$ cat config.mk
export PLATFORM = sky130hd
export DESIGN_NAME = ctf_top
export DESIGN_NICKNAME = d
export VERILOG_FILES = /design/src/ctf_pkg.sv /design/src/ctf_top.sv
export VERILOG_INCLUDE_DIRS = /design/src
export SDC_FILE = /design/constraint.sdc
export NUM_CORES = 1
export LEC_CHECK = 0
export BUFFER_PORTS_ARGS = -buffer_cell sky130_fd_sc_hd__buf_2
export CAP_MARGIN = 30
export CORE_UTILIZATION = 60
export CTS_BUF_LIST = sky130_fd_sc_hd__clkbuf_2
export CTS_CLUSTER_SIZE = 28
export DETAILED_ROUTE_END_ITERATION = 10
export GPL_TIMING_DRIVEN = 1
export HOLD_SLACK_MARGIN = 0.12
export PLACE_DENSITY = 0.79
export SYNTH_ARGS = -nofsm -noshare
export SYNTH_HDL_FRONTEND = slang
export SYNTH_SLANG_ARGS = --single-unit
$ cat constraint.sdc
create_clock -name hclk -period 9.3 [get_ports hclk]
set_clock_uncertainty 0.15 [all_clocks]
set_input_delay 2.79 -clock hclk [delete_from_list [all_inputs] [get_ports hclk]]
set_output_delay 2.79 -clock hclk [all_outputs]
set_load 0.05 [all_outputs]
$ cat src/ctf_regs.svh
// Register offsets, field positions, reset values and character codes of the tolerance FIFO.
`ifndef CTF_REGS_SVH
`define CTF_REGS_SVH
`define CTF_OFF_CTRL 8'h00
`define CTF_OFF_DEPTH 8'h04
`define CTF_OFF_LOW 8'h08
`define CTF_OFF_HIGH 8'h0C
`define CTF_OFF_FILL 8'h10
`define CTF_OFF_STAT 8'h14
`define CTF_OFF_MASK 8'h18
`define CTF_OFF_COLL 8'h1C
`define CTF_CTRL_EN 0
`define CTF_CTRL_1G 1
`define CTF_RST_CTRL 2'h1
`define CTF_RST_DEPTH 5'h0C
`define CTF_RST_LOW 5'h04
`define CTF_RST_HIGH 5'h08
`define CTF_MIN_DEPTH 5'h02
`define CTF_1G_DEPTH 5'h0C
`define CTF_1G_LOW 5'h02
`define CTF_1G_HIGH 5'h06
`define CTF_ST_INS 0
`define CTF_ST_DEL 1
`define CTF_ST_COLL 2
`define CTF_ST_W 3
`define CTF_CH_IDLE 8'h07
`define CTF_CH_ALIGN 8'h7C
`define CTF_CH_COMMA 8'hBC
`define CTF_CH_REPL 8'h1C
`define CTF_CH_ERR 8'hFE
`endif

$ cat src/ctf_pkg.sv
// Types shared by the clock tolerance FIFO.
package ctf_pkg;
  // One four-lane column: a control flag and a byte per lane.
  typedef struct packed {
    logic [3:0] ctl;
    logic [31:0] data;
  } ctf_col_t;
  // Progress of a two-cycle insertion or deletion.
  typedef enum logic {CTF_ADJ_OFF, CTF_ADJ_SECOND} ctf_adj_t;
endpackage

$ cat src/ctf_top.sv
// Clock tolerance compensation FIFO with an AHB-Lite register slave.
//
// Implementation choices: register access over AHB-Lite and the register offsets.
`timescale 1ns/100ps
`include "ctf_regs.svh"
// Summary of operation
// [RL1] Insert or drop idle columns across all lanes.
// [RL2] Keep the FIFO from overrunning or underrunning.
// [RL3] Depth and thresholds are software provisionable.
// [RL4] 1G mode adjusts two cycles in clean gaps.
// [RL5] 1G mode tolerates 200 ppm clock offset.
// [RL6] 1G FIFO has twelve entries, eight working; the code works all twelve, wrapping the pointers at twelve.
// [RL7] Fill count and pointer compare kept separately.
// [RL8] Pointer collision resets the FIFO automatically.
// [RL9] Collision flag stays set until read.
// [RL10] Sender supplies idles between packets.
// [RL11] Alignment, comma, replacement become idle first.
// [RL12] Insert below low, delete above high threshold.
module ctf_top
  import ctf_pkg::*;
#(
  parameter int DEPTH_MAX = 16
) (
  // Clock and reset.
  input wire logic hclk,
  input wire logic hresetn,
  // AHB-Lite slave.
  input wire logic hsel,
  input wire logic [31:0] haddr,
  input wire logic [1:0] htrans,
  input wire logic hwrite,
  input wire logic [2:0] hsize,
  input wire logic [31:0] hwdata,
  input wire logic hready,
  output logic hreadyout,
  output logic hresp,
  output logic [31:0] hrdata,
  // Write side column stream.
  input wire logic in_valid,
  input wire ctf_col_t in_data,
  output logic in_ready,
  // Read side column stream.
  input wire logic out_ready,
  output logic out_valid,
  output ctf_col_t out_data,
  // Interrupt.
  output logic irq
);
  localparam int AW = $clog2(DEPTH_MAX);
  localparam ctf_col_t IDLE_COL = '{ctl: 4'hF, data: {4{`CTF_CH_IDLE}}};

  // ************************************************************
  // Helper functions
  // ************************************************************

  // Turns alignment, comma and replacement characters into idles.
  function automatic ctf_col_t to_idle(input ctf_col_t c);
    ctf_col_t r;
    r = c;
    for (int i = 0; i < 4; i++) begin
      if (c.ctl[i] && (c.data[8*i+:8] == `CTF_CH_ALIGN || c.data[8*i+:8] == `CTF_CH_COMMA ||
          c.data[8*i+:8] == `CTF_CH_REPL)) begin
        r.data[8*i+:8] = `CTF_CH_IDLE; // RL11
      end
    end
    return r;
  endfunction

  // True when every lane of the column carries an idle.
  function automatic logic is_idle(input ctf_col_t c);
    return (c.ctl == 4'hF) && (c.data == {4{`CTF_CH_IDLE}});
  endfunction

  // Advances a pointer, wrapping at the working depth and flipping its lap bit.
  function automatic logic [AW:0] ptr_inc(input logic [AW:0] p, input logic [4:0] depth);
    logic [AW:0] r;
    r = p;
    if ({{(5 - AW){1'b0}}, p[AW-1:0]} == depth - 5'h01) begin
      r = {~p[AW], {AW{1'b0}}};
    end else begin
      r[AW-1:0] = p[AW-1:0] + 1'b1;
    end
    return r;
  endfunction

  // Clamps a provisioned figure into the legal range.
  function automatic logic [4:0] clamp(input logic [4:0] v, input logic [4:0] lo, input logic [4:0] hi);
    return (v < lo) ? lo : ((v > hi) ? hi : v);
  endfunction

  // ************************************************************
  // Register state
  // ************************************************************

  logic [1:0] ctrl_q;
  logic [4:0] depth_q, low_q, high_q;
  logic [`CTF_ST_W-1:0] stat_q, mask_q;
  logic coll_flag_q;
  logic wr_pend_q;
  logic [7:0] wr_addr_q;
  logic [31:0] hrdata_q;
  logic ap_go, ap_read_coll, cfg_chg;

  // ************************************************************
  // FIFO state
  // ************************************************************

  ctf_col_t mem [DEPTH_MAX];
  logic [AW:0] wp_q, rp_q;
  logic [4:0] fill_q;
  logic primed_q, last_in_idle_q, last_out_idle_q, gap_err_q;
  ctf_adj_t wadj_q, radj_q;
  ctf_col_t out_q, in_col, head;
  logic en, mode_1g, gap_clean, empty, full;
  logic [4:0] eff_depth, low_th, high_th;
  logic wr_go, rd_go, del_start, del_second, drop, wr_push;
  logic ins_start, ins_second, ins, rd_pop, overrun, underrun, coll, flush;

  // Working figures: the 1G variant is fixed at twelve working entries with thresholds at two and six.
  assign en = ctrl_q[`CTF_CTRL_EN];
  assign mode_1g = ctrl_q[`CTF_CTRL_1G];
  assign eff_depth = mode_1g ? `CTF_1G_DEPTH : clamp(depth_q, `CTF_MIN_DEPTH, 5'(DEPTH_MAX)); // RL3 RL6
  assign low_th = mode_1g ? `CTF_1G_LOW : low_q; // RL3 RL6
  assign high_th = mode_1g ? `CTF_1G_HIGH : high_q; // RL3 RL6

  // Write side: convert, then decide whether this idle column is dropped.
  assign in_col = to_idle(in_data); // RL11
  assign wr_go = in_valid && en;
  assign gap_clean = !mode_1g || !gap_err_q; // RL4
  assign del_start = wr_go && is_idle(in_col) && last_in_idle_q && gap_clean &&
                     (fill_q > high_th) && (wadj_q == CTF_ADJ_OFF); // RL1 RL12
  assign del_second = wr_go && is_idle(in_col) && (wadj_q == CTF_ADJ_SECOND); // RL4
  assign drop = del_start || del_second;
  assign wr_push = wr_go && !drop;

  // Read side: reading starts once the FIFO has primed up to the low threshold.
  assign head = mem[rp_q[AW-1:0]];
  assign rd_go = out_ready && en && primed_q;
  assign ins_start = rd_go && !empty && is_idle(head) && last_out_idle_q && gap_clean &&
                     (fill_q < low_th) && (radj_q == CTF_ADJ_OFF); // RL1 RL12
  assign ins_second = rd_go && (radj_q == CTF_ADJ_SECOND); // RL4
  assign ins = ins_start || ins_second;
  assign rd_pop = rd_go && !ins && !empty;

  // Collision is judged from the raw pointers, apart from the fill count that steers adjustment.
  assign empty = (wp_q[AW-1:0] == rp_q[AW-1:0]) && (wp_q[AW] == rp_q[AW]); // RL7
  assign full = (wp_q[AW-1:0] == rp_q[AW-1:0]) && (wp_q[AW] != rp_q[AW]); // RL7
  assign overrun = wr_push && full && !rd_pop;
  assign underrun = rd_go && !ins && empty;
  assign coll = overrun || underrun;
  assign flush = coll || !en || cfg_chg; // RL8

  // Pointers restart together after a collision so the stream resumes without software.
  always_ff @(posedge hclk or negedge hresetn) begin
    if (!hresetn) begin
      wp_q <= '0;
      rp_q <= '0;
    end else if (flush) begin
      wp_q <= '0; // RL8
      rp_q <= '0; // RL8
    end else begin
      if (wr_push) begin
        wp_q <= ptr_inc(wp_q, eff_depth); // RL2
      end
      if (rd_pop) begin
        rp_q <= ptr_inc(rp_q, eff_depth); // RL2
      end
    end
  end

  // Fill count drives the threshold decisions and the FILL register, not collision.
  always_ff @(posedge hclk or negedge hresetn) begin
    if (!hresetn) begin
      fill_q <= '0;
      primed_q <= 1'b0;
    end else if (flush) begin
      fill_q <= '0; // RL7
      primed_q <= 1'b0;
    end else begin
      fill_q <= fill_q + {4'h0, wr_push} - {4'h0, rd_pop}; // RL7
      if (fill_q >= low_th) begin
        primed_q <= 1'b1;
      end
    end
  end

  // Storage has no reset; its contents mean nothing until the pointers move.
  always_ff @(posedge hclk) begin
    if (wr_push && !full) begin
      mem[wp_q[AW-1:0]] <= in_col;
    end
  end

  // Gap tracking: an error character spoils the gap until the next packet starts.
  always_ff @(posedge hclk or negedge hresetn) begin
    if (!hresetn) begin
      gap_err_q <= 1'b0;
      last_in_idle_q <= 1'b0;
    end else if (wr_go) begin
      last_in_idle_q <= is_idle(in_col);
      if (|(in_col.ctl & {in_col.data[31:24] == `CTF_CH_ERR, in_col.data[23:16] == `CTF_CH_ERR,
                          in_col.data[15:8] == `CTF_CH_ERR, in_col.data[7:0] == `CTF_CH_ERR})) begin
        gap_err_q <= 1'b1; // RL4
      end else if (!is_idle(in_col)) begin
        gap_err_q <= 1'b0;
      end
    end
  end

  // Two-cycle sequencing of deletions in the 1G variant.
  always_ff @(posedge hclk or negedge hresetn) begin
    if (!hresetn) begin
      wadj_q <= CTF_ADJ_OFF;
    end else if (wr_go || flush) begin
      unique case (wadj_q)
        CTF_ADJ_OFF: wadj_q <= (del_start && mode_1g && !flush) ? CTF_ADJ_SECOND : CTF_ADJ_OFF; // RL4 RL5
        CTF_ADJ_SECOND: wadj_q <= CTF_ADJ_OFF;
      endcase
    end
  end

  // Two-cycle sequencing of insertions in the 1G variant.
  always_ff @(posedge hclk or negedge hresetn) begin
    if (!hresetn) begin
      radj_q <= CTF_ADJ_OFF;
    end else if (rd_go || flush) begin
      unique case (radj_q)
        CTF_ADJ_OFF: radj_q <= (ins_start && mode_1g && !flush) ? CTF_ADJ_SECOND : CTF_ADJ_OFF; // RL4 RL5
        CTF_ADJ_SECOND: radj_q <= CTF_ADJ_OFF;
      endcase
    end
  end

  // Output column: an inserted or starved slot carries a whole idle column.
  always_ff @(posedge hclk or negedge hresetn) begin
    if (!hresetn) begin
      out_q <= IDLE_COL;
      out_valid <= 1'b0;
      last_out_idle_q <= 1'b0;
    end else begin
      out_valid <= rd_go;
      if (rd_go) begin
        out_q <= rd_pop ? head : IDLE_COL; // RL1
        last_out_idle_q <= rd_pop ? is_idle(head) : 1'b1;
      end
    end
  end

  assign out_data = out_q;
  assign in_ready = en;

  // ************************************************************
  // AHB-Lite slave
  // ************************************************************

  // Zero wait states; read data is captured in the address phase.
  assign ap_go = hsel && htrans[1] && hready;
  assign ap_read_coll = ap_go && !hwrite && (haddr[7:0] == `CTF_OFF_COLL);
  assign cfg_chg = wr_pend_q && (wr_addr_q == `CTF_OFF_CTRL || wr_addr_q == `CTF_OFF_DEPTH);
  assign hreadyout = 1'b1;
  assign hresp = 1'b0;
  assign hrdata = hrdata_q;

  // Address phase capture and read mux; unmapped reads return zero.
  always_ff @(posedge hclk or negedge hresetn) begin
    if (!hresetn) begin
      wr_pend_q <= 1'b0;
      wr_addr_q <= '0;
      hrdata_q <= '0;
    end else begin
      wr_pend_q <= ap_go && hwrite;
      if (ap_go) begin
        wr_addr_q <= haddr[7:0];
      end
      if (ap_go && !hwrite) begin
        unique case (haddr[7:0])
          `CTF_OFF_CTRL: hrdata_q <= {30'h0, ctrl_q};
          `CTF_OFF_DEPTH: hrdata_q <= {27'h0, depth_q};
          `CTF_OFF_LOW: hrdata_q <= {27'h0, low_q};
          `CTF_OFF_HIGH: hrdata_q <= {27'h0, high_q};
          `CTF_OFF_FILL: hrdata_q <= {27'h0, fill_q};
          `CTF_OFF_STAT: hrdata_q <= {29'h0, stat_q};
          `CTF_OFF_MASK: hrdata_q <= {29'h0, mask_q};
          `CTF_OFF_COLL: hrdata_q <= {31'h0, coll_flag_q};
          default: hrdata_q <= 32'h00000000;
        endcase
      end
    end
  end

  // Configuration writes land in the data phase; a mode or depth change flushes the FIFO.
  always_ff @(posedge hclk or negedge hresetn) begin
    if (!hresetn) begin
      ctrl_q <= `CTF_RST_CTRL;
      depth_q <= `CTF_RST_DEPTH;
      low_q <= `CTF_RST_LOW;
      high_q <= `CTF_RST_HIGH;
      mask_q <= '0;
    end else if (wr_pend_q) begin
      if (wr_addr_q == `CTF_OFF_CTRL) ctrl_q <= hwdata[1:0];
      if (wr_addr_q == `CTF_OFF_DEPTH) depth_q <= hwdata[4:0]; // RL3
      if (wr_addr_q == `CTF_OFF_LOW) low_q <= hwdata[4:0]; // RL3
      if (wr_addr_q == `CTF_OFF_HIGH) high_q <= hwdata[4:0]; // RL3
      if (wr_addr_q == `CTF_OFF_MASK) mask_q <= hwdata[`CTF_ST_W-1:0];
    end
  end

  // Sticky events, write one to clear; a new event in the clearing cycle survives.
  always_ff @(posedge hclk or negedge hresetn) begin
    if (!hresetn) begin
      stat_q <= '0;
    end else begin
      stat_q <= (stat_q & ~((wr_pend_q && wr_addr_q == `CTF_OFF_STAT) ? hwdata[`CTF_ST_W-1:0] : '0)) |
                {coll, del_start, ins_start};
    end
  end

  // Collision flag clears when read; a collision in the reading cycle wins.
  always_ff @(posedge hclk or negedge hresetn) begin
    if (!hresetn) begin
      coll_flag_q <= 1'b0;
    end else begin
      coll_flag_q <= coll || (coll_flag_q && !ap_read_coll); // RL9
    end
  end

  assign irq = |(stat_q & mask_q);
endmodule

==> flow_summary.yaml <==
detailed_routing:
  ant_nets: 0
  drc: 0
  vias: 15512
  drt_pre_antenna_iters: 6
  avgViaCountPerCell: 6.26
  drtIter0Drc: 1708
  wirelength_um: 64000
  wl_per_cell_um: 25.8
setup_path:
  cp_data_arrival_time_ns: 7.65
  cp-end-kind: "flop"
  worstRegToRegCells: 18
  worst_r2r_endpoint: "fill_q[4]$_DFF_PN0_"
  cp.required_ns: 10.35
  critPathKind: "reg2reg"
  cp-start-kind: "flop"
  r2r-start: "rp_q[0]$_DFFE_PN0P_"
  reg2reg_setup_slack_ns: 2.71
  worstPathMaxFanout: 39
clock_network:
  ctsHoldBuffers: 0
  htree_levels: 4
  cts_tree: "built"
  cts_made_buffers: 160
  cts_setup_buffers: 0
  cts.sinks: 672
  path_clk_slew_ns: 0.11
  clock_tree.root_cell: "clkbuf_2"
  cts_max_path_buffers: 3
  clk_latency_ns: 1.32
  cts_resized: 0
grt:
  grt_pass1_vias: 15602
  grt_start_max_net_pins: 71
  grt-ovfl-total: 0
  grt_usage: 0.284
  grt_pass1_wl_um: 94500
  grt_antenna_before_repair: 1
place:
  port_buffers: 100
  routabilityCongestion: 0.840
  dp_hpwl_um: 35700
  place_area_sq_um: 28600
  post-place-ws_ns: 2.18
  dp.cells: 2175
die:
  core_sq_um: 44600
  dieWidth_um: 216
  boundaryPins: 185
  die-area_sq_um: 46600
  rows: 77
  die_h_um: 216
  initial_core_util: 0.615
layout:
  final_cell_area_sq_um: 30200
  instances_no_fill: 2479
  fin_nets: 1883
  final_cell_mix: "edfxtp_1, clkbuf_2, mux4_2, buf_2, nand2_1"
  final_util: 0.677
  mostFrequentLayoutCell: "edfxtp_1"
  area_growth_pct: 10.1
  drive_gt1_frac: 0.335
timing:
  tightestPinTransition_ns: 0.993
  setup_slack_ns: 2.71
  fin_crit_ns: 6.59
  hold_violations: 0
  rsz0062_at_grt: "no"
  drv_slew: 0
  fmax_ghz: 0.152
  relSlewSlack: 0.338
  finalSetupViolations: 0
  fin_hold_ws_ns: 0.337
  fin_crit_sh: 0.709
  fin_setup_tns_ns: 0
synth:
  yosys.area.top_type: "edfxtp_1"
  synth_area_leaders: "edfxtp_1, mux4_2, dfrtp_1"
  synthCells: 1522
  syn_area_sq_um: 27400
  yosysWarnings: 0
  synth_top_cell_area_share: 0.631
  synth_ff_type: "edfxtp_1"
  yosys.cell_types.count: 66
  synth_edf_count: 576
  ys_seq_elements: 672
  async_flop_share: 0.143
  ys_seq_area_frac: 0.719
  synth.avg_cell_area_sq_um: 18.0
power:
  peakVddDrop_mv: 0.159
  finalPower_mw: 5.56
  p_leak_nw: 10.6
  power_density_nw_per_um2: 184
min_path:
  hold_path.class: "reg2reg"
  min_from: "hrdata[1]$_DFFE_PN0P_"
  min_to: "hrdata[1]$_DFFE_PN0P_"
  hold-path-cell-count: 2
run_status:
  status: "finished, final reports clean"
job:
  cap_violations: 0
[critical path: stages, from the launching register on]
cell      delay, ns
dfrtp_4        0.95
buf_4          0.63
mux4_2         0.59
a22o_1         0.25
a221oi_1       0.48
nor3_1         0.12
and3_1         0.31
and4_1         0.22
a21boi_2       0.45
nand2_4        0.23
inv_2          0.61
ha_1           0.22
inv_1          0.04
ha_1           0.20
fa_1           0.44
a21o_1         0.19
a21oi_1        0.18
xnor2_1        0.13
nor2_1         0.06
[sequential cells by signal (all words and copies together), names as in the netlist, 2 cells and up]
signal / count
mem: 576
out_data: 36
wr_addr_q: 8
depth_q: 5
fill_q: 5
high_q: 5
hrdata: 5
low_q: 5
rp_q: 5
wp_q: 5
mask_q: 3
stat_q: 3
ctrl_q: 2
[layer usage]
metal / vias up / wire, um / track usage / part of all wire
li1: 6593 / - / - / -
met1: 7832 / 24500 / 0.383 / 0.38
met2: 957 / 30600 / 0.439 / 0.48
met3: 130 / 6930 / 0.0832 / 0.11
met4: 0 / 2000 / 0.117 / 0.031
met5: - / 0 / 0 / 0
[cells by family (layout without fill, tap and decap cells)]
| kind of cell | after synthesis | in the layout | synth area share |
|---|---|---|---|
| AND/OR/NAND/NOR | 292 | 292 | 0.0535 |
| other | 2 | 33 | 0.000274 |
| XOR/XNOR | 23 | 23 | 0.00734 |
| buffers and inverters | 133 | 467 | 0.0250 |
| AO/OA/AOI/OAI | 185 | 185 | 0.0487 |
| flip-flops | 672 | 672 | 0.719 |
| adder cells (fa/ha/maj) | 22 | 22 | 0.0103 |
| multiplexers | 193 | 193 | 0.136 |
[where the power goes]
| part | switching (mW) | total (mW) | internal, mW |
|---|---|---|---|
| Combinational | 0.174 | 0.240 | 0.0662 |
| Clock | 1.14 | 1.99 | 0.856 |
| Sequential | 0.0236 | 3.33 | 3.31 |
| Total | 1.33 | 5.56 | 4.23 |
[cell usage after synthesis (12+ instances only)]
master      n
a221oi_1   16
nor3_1     22
a22oi_1    38
clkbuf_1   41
inv_1      26
o21ai_0    22
edfxtp_1  576
xor2_1     12
nand2b_1   13
mux2i_1    22
mux4_2    140
buf_4      36
nor2b_1    23
nand2_1    85
nor2_1     63
mux2_2     31
a21oi_1    34
ha_1       21
buf_2      16
dfstp_2    21
a22o_1     33
and2_1     21
dfrtp_1    75
[worst max path at each step]
stage,startpoint,endpoint,cells past startpoint
after floorplan,in_data[7],mem[11][0]$_DFFE_PP_,10
after global placement,in_data[26],fill_q[4]$_DFF_PN0_,14
after detailed placement,in_data[26],fill_q[4]$_DFF_PN0_,14
after CTS,rp_q[0]$_DFFE_PN0P_,fill_q[4]$_DFF_PN0_,18
after global routing,rp_q[0]$_DFFE_PN0P_,fill_q[4]$_DFF_PN0_,18
final,rp_q[0]$_DFFE_PN0P_,fill_q[4]$_DFF_PN0_,18
[final cells by class]
| cell class | instances | area (sq um) |
|---|---|---|
| well taps | 592 | 741 |
| repair buffers | 141 | 825 |
| clock buffers | 253 | 1270 |
| inverters | 30 | 113 |
| fillers | 2889 | 14400 |
| diodes | 4 | 10.0 |
| flip-flops and latches | 672 | 19700 |
| multi-input cells | 744 | 7200 |
| clock inverters | 43 | 302 |
Note: power is estimated with default switching activity, not from simulation.
